<file path="config.mk">
export PLATFORM = sky130hd
export DESIGN_NAME = sac_top
export DESIGN_NICKNAME = d
export VERILOG_FILES = /design/src/verilog/sac_pkg.sv /design/src/verilog/sac_sar_engine.sv /design/src/verilog/sac_top.sv
export SDC_FILE = /design/constraint.sdc
export NUM_CORES = 1
export LEC_CHECK = 0
export BUFFER_PORTS_ARGS = -buffer_cell sky130_fd_sc_hd__buf_2
export CORE_ASPECT_RATIO = 2
export CORE_UTILIZATION = 55
export DETAILED_ROUTE_END_ITERATION = 10
export PLACE_DENSITY_LB_ADDON = 0.12
export REMOVE_ABC_BUFFERS = 1
export SYNTH_ARGS = -nofsm -noshare
export SYNTH_HDL_FRONTEND = slang
export SYNTH_SLANG_ARGS = --single-unit
</file>
<file path="constraint.sdc">
create_clock -name clk_i -period 4.4 [get_ports clk_i]
set_clock_uncertainty 0.2 [all_clocks]
set_input_delay 0.88 -clock clk_i [delete_from_list [all_inputs] [get_ports clk_i]]
set_output_delay 0.88 -clock clk_i [all_outputs]
set_load 0.02 [all_outputs]
</file>
<file path="src/verilog/sac_pkg.sv">
package sac_pkg;

	// Result width and successive-approximation steps.
	localparam int          RES_W        = 18;
	localparam int          CNT_W        = 5;
	localparam logic [17:0] TRIAL_FIRST  = 18'h20000;
	localparam logic [17:0] CODE_ZERO    = 18'h00000;
	localparam logic [4:0]  BITS_TOTAL   = 5'h12;
	localparam logic [4:0]  CNT_ZERO     = 5'h00;
	localparam logic [4:0]  CNT_ONE      = 5'h01;

	// Clock rate and the least conversion time.
	localparam int          CLK_PERIOD_NS = 25;
	localparam int          T_CONV_MIN_NS = 460;
	localparam int          CONV_CYC_INT  = (T_CONV_MIN_NS + CLK_PERIOD_NS - 1) / CLK_PERIOD_NS;
	localparam logic [4:0]  CONV_CYC      = CONV_CYC_INT[4:0];

	// Wishbone register byte offsets.
	localparam logic [4:0]  OFF_CTRL     = 5'h00;
	localparam logic [4:0]  OFF_STATUS   = 5'h04;
	localparam logic [4:0]  OFF_RESULT   = 5'h08;
	localparam logic [4:0]  OFF_IRQ_STAT = 5'h0C;
	localparam logic [4:0]  OFF_IRQ_MASK = 5'h10;

	// Field positions.
	localparam int          CTRL_START_BIT   = 0;
	localparam int          ST_BUSY_BIT      = 0;
	localparam int          ST_NAP_BIT       = 1;
	localparam int          ST_CHAIN_BIT     = 2;
	localparam int          ST_SDO_EN_BIT    = 3;
	localparam int          ST_LEFT_LSB      = 8;
	localparam int          IRQ_DONE_BIT     = 0;
	localparam int          IRQ_READOUT_BIT  = 1;
	localparam int          IRQ_OVERRUN_BIT  = 2;
	localparam int          IRQ_W            = 3;
	localparam logic [2:0]  IRQ_ZERO         = 3'h0;
	localparam logic [31:0] WORD_ZERO        = 32'h00000000;

	// Pin synchroniser slots.
	localparam int          PIN_CNV   = 0;
	localparam int          PIN_CHAIN = 1;
	localparam int          PIN_SHARE = 2;
	localparam int          PIN_SCK   = 3;
	localparam int          PIN_N     = 4;

	// Converter phases.
	typedef enum logic [0:0] {
		SAC_ACQUIRE,
		SAC_CONVERT
	} sac_state_type;

endpackage : sac_pkg

</file>
<file path="src/verilog/sac_sar_engine.sv">
`timescale 1ns/1ps

module sac_sar_engine
	import sac_pkg::*;
(
	// Clock and reset.
	input  wire logic              clk_i,
	input  wire logic              rst_i,
	// Control.
	input  wire logic              start_i,
	input  wire logic              comp_above_i,
	// Trial word to the capacitor DAC and finished code.
	output logic [RES_W-1:0]       trial_o,
	output logic [RES_W-1:0]       code_o,
	output logic                   done_o
);

	logic [RES_W-1:0] mask_ff;

	// One bit is resolved per step, starting at half the reference.
	always_ff @(posedge clk_i) begin
		if (rst_i) begin
			trial_o <= CODE_ZERO;
			mask_ff <= CODE_ZERO;
			code_o  <= CODE_ZERO;
			done_o  <= 1'b0;
		end else if (start_i) begin
			trial_o <= TRIAL_FIRST;
			mask_ff <= TRIAL_FIRST;
			done_o  <= 1'b0;
		end else if (mask_ff != CODE_ZERO) begin
			// Keep the trial bit when the sample is above it, then try the next weight.
			trial_o <= (comp_above_i ? trial_o : (trial_o & ~mask_ff)) | (mask_ff >> 1);
			mask_ff <= mask_ff >> 1;
			if (mask_ff == {{(RES_W-1){1'b0}}, 1'b1}) begin
				code_o <= comp_above_i ? trial_o : (trial_o & ~mask_ff);
				done_o <= 1'b1;
			end
		end else begin
			done_o <= 1'b0;
		end
	end

endmodule : sac_sar_engine

</file>
<file path="src/verilog/sac_top.sv">
`timescale 1ns/1ps

module sac_top
	import sac_pkg::*;
(
	// Clock and reset.
	input  wire logic              clk_i,
	input  wire logic              rst_i,
	// Wishbone slave.
	input  wire logic              wb_cyc_i,
	input  wire logic              wb_stb_i,
	input  wire logic              wb_we_i,
	input  wire logic [4:0]        wb_adr_i,
	input  wire logic [3:0]        wb_sel_i,
	input  wire logic [31:0]       wb_dat_i,
	output logic [31:0]            wb_dat_o,
	output logic                   wb_ack_o,
	output logic                   irq_o,
	// Converter pins.
	input  wire logic              convert_start_i,
	input  wire logic              chain_mode_i,
	input  wire logic              shared_enable_or_serial_in_i,
	input  wire logic              sck_i,
	output logic                   busy_o,
	output logic                   sdo_o,
	output logic                   sdo_oe_o,
	output logic                   nap_o,
	// Analog core.
	input  wire logic              comp_above_i,
	output logic [RES_W-1:0]       sampling_cap_dac_o,
	output logic                   acquire_o
);

	// Decodes one register offset from the bus address alone; callers qualify the request.
	// Only address bits 4:2 are compared, so byte offsets inside a word alias.
	function automatic logic reg_hit(input logic [4:0] adr, input logic [4:0] off);
		reg_hit = (adr[4:2] == off[4:2]);
	endfunction : reg_hit

	// Synchronised pins and their edges.
	logic [PIN_N-1:0]  pin_raw;
	logic [PIN_N-1:0]  pin_s1_ff;
	logic [PIN_N-1:0]  pin_s2_ff;
	logic              cnv_old_ff;
	logic              sck_old_ff;
	logic              cnv_rise;
	logic              sck_rise;
	logic              chain_lvl;
	logic              share_lvl;
	logic              sdo_en;
	// Phase, engine and result path.
	sac_state_type     state_ff;
	logic [CNT_W-1:0]  conv_cnt_ff;
	logic              sar_start;
	logic              sar_done;
	logic [RES_W-1:0]  sar_code;
	logic [RES_W-1:0]  sar_twos;
	logic [RES_W-1:0]  result_ff;
	logic [RES_W-1:0]  shift_ff;
	logic [CNT_W-1:0]  left_ff;
	// Bus decode and interrupt state.
	logic              sw_start_ff;
	logic              start_req;
	logic              wb_req;
	logic              wr_req;
	logic              rd_req;
	logic [IRQ_W-1:0]  irq_stat_ff;
	logic [IRQ_W-1:0]  irq_mask_ff;
	logic [IRQ_W-1:0]  irq_evt;
	logic              conv_done_evt;
	logic              readout_evt;
	logic              overrun_evt;
	logic [31:0]       nxt_rd_data;

	// Raw pins gathered for the synchroniser.
	assign pin_raw[PIN_CNV]   = convert_start_i;
	assign pin_raw[PIN_CHAIN] = chain_mode_i;
	assign pin_raw[PIN_SHARE] = shared_enable_or_serial_in_i;
	assign pin_raw[PIN_SCK]   = sck_i;

	// Every pin from the host passes two flip-flops before any logic reads it.
	// Edges of convert and serial clock are therefore seen about two cycles late.
	genvar gi;
	generate
		for (gi = 0; gi < PIN_N; gi++) begin : g_sync
			always_ff @(posedge clk_i) begin
				if (rst_i) begin
					// The shared pin idles high, so its stages reset high and the
					// output stays released straight after reset.
					pin_s1_ff[gi] <= (gi == PIN_SHARE);
					pin_s2_ff[gi] <= (gi == PIN_SHARE);
				end else begin
					pin_s1_ff[gi] <= pin_raw[gi];
					pin_s2_ff[gi] <= pin_s1_ff[gi];
				end
			end
		end
	endgenerate

	// Previous synchronised levels of convert and serial clock for edge finding.
	// Both reset low, the idle level of these pins, so no false edge follows reset.
	always_ff @(posedge clk_i) begin
		if (rst_i) begin
			cnv_old_ff <= 1'b0;
			sck_old_ff <= 1'b0;
		end else begin
			cnv_old_ff <= pin_s2_ff[PIN_CNV];
			sck_old_ff <= pin_s2_ff[PIN_SCK];
		end
	end

	// Pin interpretation by mode.
	// In chain mode the output is always enabled and the shared pin carries data.
	assign cnv_rise  = pin_s2_ff[PIN_CNV] & ~cnv_old_ff;
	assign sck_rise  = pin_s2_ff[PIN_SCK] & ~sck_old_ff;
	assign chain_lvl = pin_s2_ff[PIN_CHAIN];
	assign share_lvl = pin_s2_ff[PIN_SHARE];
	assign sdo_en    = chain_lvl | ~share_lvl;

	// Wishbone request decode.
	// An acknowledged request is not taken again while the master releases it.
	assign wb_req = wb_cyc_i & wb_stb_i & ~wb_ack_o;
	assign wr_req = wb_req & wb_we_i;
	assign rd_req = wb_req & ~wb_we_i;

	// A convert edge or a software start, both honoured only in acquisition.
	assign start_req   = cnv_rise | sw_start_ff;
	assign overrun_evt = start_req & (state_ff == SAC_CONVERT);

	// Software start is a one-cycle pulse from a write of the start bit.
	// Byte lane 0 must be enabled for the start bit to count.
	always_ff @(posedge clk_i) begin
		if (rst_i) begin
			sw_start_ff <= 1'b0;
		end else begin
			sw_start_ff <= wr_req & reg_hit(wb_adr_i, OFF_CTRL) & wb_sel_i[0] & wb_dat_i[CTRL_START_BIT];
		end
	end

	// Phase machine: acquisition (napping) and conversion timed by the own clock.
	// The count runs from the start edge to the cycle that ends the conversion.
	// A start taken while converting is dropped here and only flagged as an overrun.
	always_ff @(posedge clk_i) begin
		if (rst_i) begin
			state_ff    <= SAC_ACQUIRE;
			conv_cnt_ff <= CNT_ZERO;
		end else begin
			case (state_ff)
				SAC_ACQUIRE: begin
					if (start_req) begin
						state_ff    <= SAC_CONVERT;
						conv_cnt_ff <= CONV_CYC;
					end
				end
				SAC_CONVERT: begin
					conv_cnt_ff <= conv_cnt_ff - CNT_ONE;
					if (conv_cnt_ff == CNT_ONE) begin
						state_ff <= SAC_ACQUIRE;
					end
				end
				default: begin
					state_ff    <= SAC_ACQUIRE;
					conv_cnt_ff <= CNT_ZERO;
				end
			endcase
		end
	end

	// Launch of the approximation engine in the cycle the start is taken.
	// Launching here, not a cycle later, settles the last bit one cycle before the
	// timed conversion ends, so the finished code is ready when busy falls.
	assign sar_start = start_req & (state_ff == SAC_ACQUIRE);

	// The engine drives the DAC trial word one weight per cycle.
	// Its trial word is registered inside, so the DAC pins come from flip-flops.
	sac_sar_engine u_sar (
		.clk_i        (clk_i),
		.rst_i        (rst_i),
		.start_i      (sar_start),
		.comp_above_i (comp_above_i),
		.trial_o      (sampling_cap_dac_o),
		.code_o       (sar_code),
		.done_o       (sar_done)
	);

	// End of conversion: the last timed cycle.
	// Busy, result and shift path all change at the edge that ends this cycle.
	assign conv_done_evt = (state_ff == SAC_CONVERT) & (conv_cnt_ff == CNT_ONE);

	// Busy, nap and acquisition outputs follow the phase, registered.
	// Busy falls as the shift path loads, so the first bit stands when busy is low.
	always_ff @(posedge clk_i) begin
		if (rst_i) begin
			busy_o    <= 1'b0;
			nap_o     <= 1'b1;
			acquire_o <= 1'b1;
		end else if (state_ff == SAC_ACQUIRE && start_req) begin
			busy_o    <= 1'b1;
			nap_o     <= 1'b0;
			acquire_o <= 1'b0;
		end else if (conv_done_evt) begin
			busy_o    <= 1'b0;
			nap_o     <= 1'b1;
			acquire_o <= 1'b1;
		end
	end

	// Offset-binary code turned to two's complement by inverting the MSB.
	assign sar_twos = {~sar_code[RES_W-1], sar_code[RES_W-2:0]};

	// Last finished code, kept for software reads; done coincides with the end of conversion.
	always_ff @(posedge clk_i) begin
		if (rst_i) begin
			result_ff <= CODE_ZERO;
		end else if (sar_done) begin
			result_ff <= sar_twos;
		end
	end

	// Shift path: loaded at end of conversion, shifted on serial clock edges.
	// A load wins over a serial edge in the same cycle; the host must not clock then.
	always_ff @(posedge clk_i) begin
		if (rst_i) begin
			shift_ff <= CODE_ZERO;
			left_ff  <= CNT_ZERO;
			sdo_o    <= 1'b0;
		end else if (conv_done_evt) begin
			shift_ff <= sar_twos;
			left_ff  <= BITS_TOTAL;
			sdo_o    <= sar_twos[RES_W-1];
		end else if (sck_rise && sdo_en) begin
			// Chain input fills from the bottom, so it follows the own bits out.
			// In normal mode zeros fill the bottom instead.
			shift_ff <= {shift_ff[RES_W-2:0], chain_lvl & share_lvl};
			sdo_o    <= shift_ff[RES_W-2];
			if (left_ff != CNT_ZERO) begin
				left_ff <= left_ff - CNT_ONE;
			end
		end
	end

	// Readout complete when the last own bit has been clocked out.
	// Later edges carry only chained or filler bits and raise no further event.
	assign readout_evt = sck_rise & sdo_en & (left_ff == CNT_ONE);

	// Output enable follows the bus enable level in normal mode, always on in chain.
	// It follows the synchronised level, so it changes about three cycles after the pin.
	always_ff @(posedge clk_i) begin
		if (rst_i) begin
			sdo_oe_o <= 1'b0;
		end else begin
			sdo_oe_o <= sdo_en;
		end
	end

	// Interrupt events in their status layout.
	always_comb begin
		irq_evt                  = IRQ_ZERO;
		irq_evt[IRQ_DONE_BIT]    = conv_done_evt;
		irq_evt[IRQ_READOUT_BIT] = readout_evt;
		irq_evt[IRQ_OVERRUN_BIT] = overrun_evt;
	end

	// Sticky status, cleared by a read; a new event in that cycle wins.
	// Only a read of this register clears it; other offsets leave the bits alone.
	always_ff @(posedge clk_i) begin
		if (rst_i) begin
			irq_stat_ff <= IRQ_ZERO;
		end else if (rd_req && reg_hit(wb_adr_i, OFF_IRQ_STAT)) begin
			irq_stat_ff <= irq_evt;
		end else begin
			irq_stat_ff <= irq_stat_ff | irq_evt;
		end
	end

	// Mask register, written over byte lane 0.
	// Other byte lanes carry no mask bits and are ignored.
	always_ff @(posedge clk_i) begin
		if (rst_i) begin
			irq_mask_ff <= IRQ_ZERO;
		end else if (wr_req && reg_hit(wb_adr_i, OFF_IRQ_MASK) && wb_sel_i[0]) begin
			irq_mask_ff <= wb_dat_i[IRQ_W-1:0];
		end
	end

	// Level interrupt while any unmasked status bit stands.
	// Registered, so the line follows the status one cycle late.
	always_ff @(posedge clk_i) begin
		if (rst_i) begin
			irq_o <= 1'b0;
		end else begin
			irq_o <= |(irq_stat_ff & irq_mask_ff);
		end
	end

	// Read multiplexer; unmapped offsets read zero.
	// It is sampled only when a read is taken, so its inputs need no holding.
	always_comb begin
		nxt_rd_data = WORD_ZERO;
		if (reg_hit(wb_adr_i, OFF_STATUS)) begin
			nxt_rd_data[ST_BUSY_BIT]                   = busy_o;
			nxt_rd_data[ST_NAP_BIT]                    = nap_o;
			nxt_rd_data[ST_CHAIN_BIT]                  = chain_lvl;
			nxt_rd_data[ST_SDO_EN_BIT]                 = sdo_en;
			nxt_rd_data[ST_LEFT_LSB +: CNT_W]          = left_ff;
		end else if (reg_hit(wb_adr_i, OFF_RESULT)) begin
			nxt_rd_data[RES_W-1:0] = result_ff;
		end else if (reg_hit(wb_adr_i, OFF_IRQ_STAT)) begin
			nxt_rd_data[IRQ_W-1:0] = irq_stat_ff;
		end else if (reg_hit(wb_adr_i, OFF_IRQ_MASK)) begin
			nxt_rd_data[IRQ_W-1:0] = irq_mask_ff;
		end
	end

	// Every request is acknowledged one cycle after it appears.
	// Read data is registered at that same edge and stays until the next read.
	always_ff @(posedge clk_i) begin
		if (rst_i) begin
			wb_ack_o <= 1'b0;
			wb_dat_o <= WORD_ZERO;
		end else begin
			wb_ack_o <= wb_req;
			if (rd_req) begin
				wb_dat_o <= nxt_rd_data;
			end
		end
	end

endmodule : sac_top

</file>
==> results.json <==
{
  "status": "finished clean",
  "arrival_ps": 2350,
  "final_common_cell": "dfxtp_1",
  "crit_type": "input port to flip-flop",
  "whs_path_depth": 1,
  "ys_seq_elements": 142,
  "slew-limit-headroom_pct": 20.95,
  "hpwlAfterDp_mm": 8.087,
  "drt_iter0_markers": 180,
  "rrSetupSlack_ps": 2170,
  "critPathSlowestCell": "nor2b_1",
  "clock-sinks": 142,
  "r2r-end": "u_sar.trial_o[16]$_SDFFE_PP0P_",
  "syn-instance-count": 573,
  "start_kind": "input port",
  "cts_root_buf": "clkbuf_16",
  "die-area_um2": 10810,
  "cap_violations": 0,
  "crit_buf_inv": 1,
  "reg2reg_depth": 4,
  "hold_path_class": "flip-flop to flip-flop",
  "async_flop_share_pct": 0,
  "end_kind": "flip-flop",
  "hold_viol": 0,
  "ios": 108,
  "multiInputGateArea_um2": 2577,
  "tns_ps": 0,
  "synth_compound_area_share_pct": 19.01,
  "cp_num_cells": 5,
  "clk_latency_ps": 410,
  "tightest_slew_ps": 1181,
  "synthMuxAreaShare_pct": 6.863,
  "htreeDepth": 4,
  "fmax_mhz": 444.0,
  "timing.rr.start": "state_ff$_SDFF_PP0_",
  "die_x_um": 74.03,
  "cts_tree": "done",
  "dieHeight_um": 146.1,
  "leakage_uw": 0.002747,
  "path_clk_slew_ps": 60,
  "min_to": "share_lvl$_SDFF_PP1_",
  "start_util_pct": 56.59,
  "synthAdderAreaFrac_pct": 0.8770,
  "cts_buffers": 17,
  "cpPeakStageDelay_ps": 540,
  "synth_xor_area_share_pct": 0.3070,
  "rsz0062_at_grt": "false",
  "layout.nets": 664,
  "drive_gt1_share_pct": 19.65,
  "route.detailed.drc": 0,
  "required_ps": 4500,
  "grt_max_degree": 59,
  "synth-seq-area-share_pct": 49.81,
  "min_from": "pin_s1_ff[2]$_SDFF_PP1_",
  "fin_util_pct": 65.89,
  "cp_top_family": "simple AND/OR/NAND/NOR gates",
  "firstDrtPassIters": 4,
  "synth-simple-area-share_pct": 16.93,
  "routed_wl_mm": 11.67,
  "clock_path_buffers": 2,
  "holdBufCountCts": 0,
  "ant_nets": 0,
  "via_count": 4276,
  "n_antenna_cell": 0,
  "final_cell_mix": "dfxtp_1 (142), buf_2 (58), nor2_1 (52), a21oi_1 (39), mux2i_1 (38)",
  "wl_per_cell_um": 15.44,
  "synth_cell_type_count": 59,
  "period_share_pct": 51.18,
  "syn2layout_area_growth_pct": 16.44,
  "syn-cell-area_um2": 5707,
  "avgSynthCellArea_um2": 9.959,
  "hold_slack_ps": 208.2,
  "setup_violations": 0,
  "grt_usage_pct": 23.11,
  "cp_common_cell": "nor2b_1",
  "synth_top_family_by_area": "compound AO/OA/AOI/OAI gates",
  "ys.flop_type": "dfxtp_1",
  "rows": 52,
  "overflow": 0,
  "vias_per_cell": 5.656,
  "gp_congestion": 0.7843,
  "fin_crit_ps": 2252,
  "slew_violations": 0,
  "synth_edf_count": 0,
  "p_per_area_nw_per_um2": 464.6,
  "fillers": 836,
  "grt_pass1_wl_mm": 19.32,
  "regArea_um2": 2843,
  "peakVddDrop_mv": 0.3649,
  "io_buffers": 59,
  "grt_pass1_vias": 4144,
  "antenna_found_initial": 0,
  "post_cts_buffers": 0,
  "core_um2": 10080,
  "path_max_fanout": 7,
  "cts_resized": 0,
  "path_cells": "buf_2 -> nor2b_1 -> nor2b_1 -> a211oi_1 -> a32o_1",
  "synth_warnings": 0
}
per-layer routing:
layer | wire, um | GRT usage, % | part of all wire [%] | vias up
met5 | 0 | 0 | 0 | -
met1 | 4748 | 25.43 | 41 | 2042
met4 | 281 | 11.25 | 2.4 | 0
met2 | 6247 | 40.05 | 54 | 105
li1 | - | - | - | 2106
met3 | 393 | 5.452 | 3.4 | 23
cell usage after synthesis (4+ instances only):
master | n | area [um^2]
a211oi_1 | 4 | 30.03
a211oi_2 | 17 | 212.7
a21boi_0 | 17 | 127.6
a21oi_1 | 39 | 195.2
a221oi_1 | 6 | 52.55
a22oi_1 | 4 | 30.03
and3_1 | 16 | 100.1
buf_1 | 4 | 15.01
buf_2 | 13 | 65.06
buf_4 | 17 | 127.6
clkbuf_1 | 26 | 97.59
dfxtp_1 | 142 | 2843
ha_1 | 4 | 50.05
inv_1 | 12 | 45.04
mux2i_1 | 38 | 380.4
nand2_1 | 15 | 56.30
nand2b_1 | 5 | 31.28
nand3_1 | 10 | 50.05
nand4_1 | 17 | 106.4
nor2_1 | 52 | 195.2
nor2b_1 | 13 | 81.33
nor3_1 | 12 | 60.06
o21a_1 | 18 | 135.1
o22ai_1 | 4 | 25.02
o31ai_1 | 18 | 135.1
or4_1 | 4 | 30.03
worst max-delay path by stage:
stage	end	slack, ps	from
2_1_floorplan	irq_stat_ff[2]$_SDFF_PP0_	1250	wb_cyc_i
3_3_place_gp	u_sar.trial_o[16]$_SDFFE_PP0P_	1800	rst_i
3_5_place_dp	u_sar.trial_o[0]$_SDFFE_PP0P_	1760	rst_i
4_1_cts	u_sar.trial_o[0]$_SDFFE_PP0P_	2140	state_ff$_SDFF_PP0_
5_1_grt	u_sar.trial_o[16]$_SDFFE_PP0P_	1960	state_ff$_SDFF_PP0_
6_report	wb_dat_o[0]$_SDFFE_PP0P_	2150	wb_adr_i[2]
cells by family (layout without fill, tap and decap cells):
kind of cell / count (synthesis) / in the layout
multiplexers: 39 / 39
adder cells (fa/ha/maj): 4 / 4
other: 1 / 14
AND/OR/NAND/NOR: 170 / 170
AO/OA/AOI/OAI: 143 / 143
flip-flops: 142 / 142
XOR/XNOR: 2 / 2
buffers and inverters: 72 / 107
where the power goes:
part           internal (uW)  switching, uW
Combinational           40.0           92.0
Clock                   1120            521
Sequential              1300           13.0
Total                   2460            626
worst reg2reg max path, cell delays in order (launching register included):
cell,delay [ps]
dfxtp_1,520
a21oi_1,70
buf_4,230
nor2_1,910
o21a_1,240
state kept, by name, summed over array words and instances, names as in the netlist, 2 cells and up:
signal         count
irq_mask_ff        3
conv_cnt_ff        5
u_sar.code_o      18
wb_dat_o          18
irq_stat_ff        3
u_sar.trial_o     18
shift_ff          17
u_sar.mask_ff     18
result_ff         18
pin_s2_ff          2
left_ff            5
pin_s1_ff          4
cell type report:
type,instances,area share [%]
tap,135,2.542
multi-input combinational,372,38.79
timing repair buffer,64,5.046
inverter,12,0.6778
clock inverter,11,3.596
sequential,142,42.78
clock buffer,20,6.571
stage by stage:
stage	cells	setup WS (ps)	total power, uW	area (um^2)
after detailed placement	725	1759	1477	5969
after global placement	725	1798	1473	5969
final	756	2148	3087	6645
after floorplan	526	1254	1422	5450
after CTS	756	2139	3107	6645
after global routing	756	1958	3174	6645
Note: power is estimated with default switching activity, not from simulation.
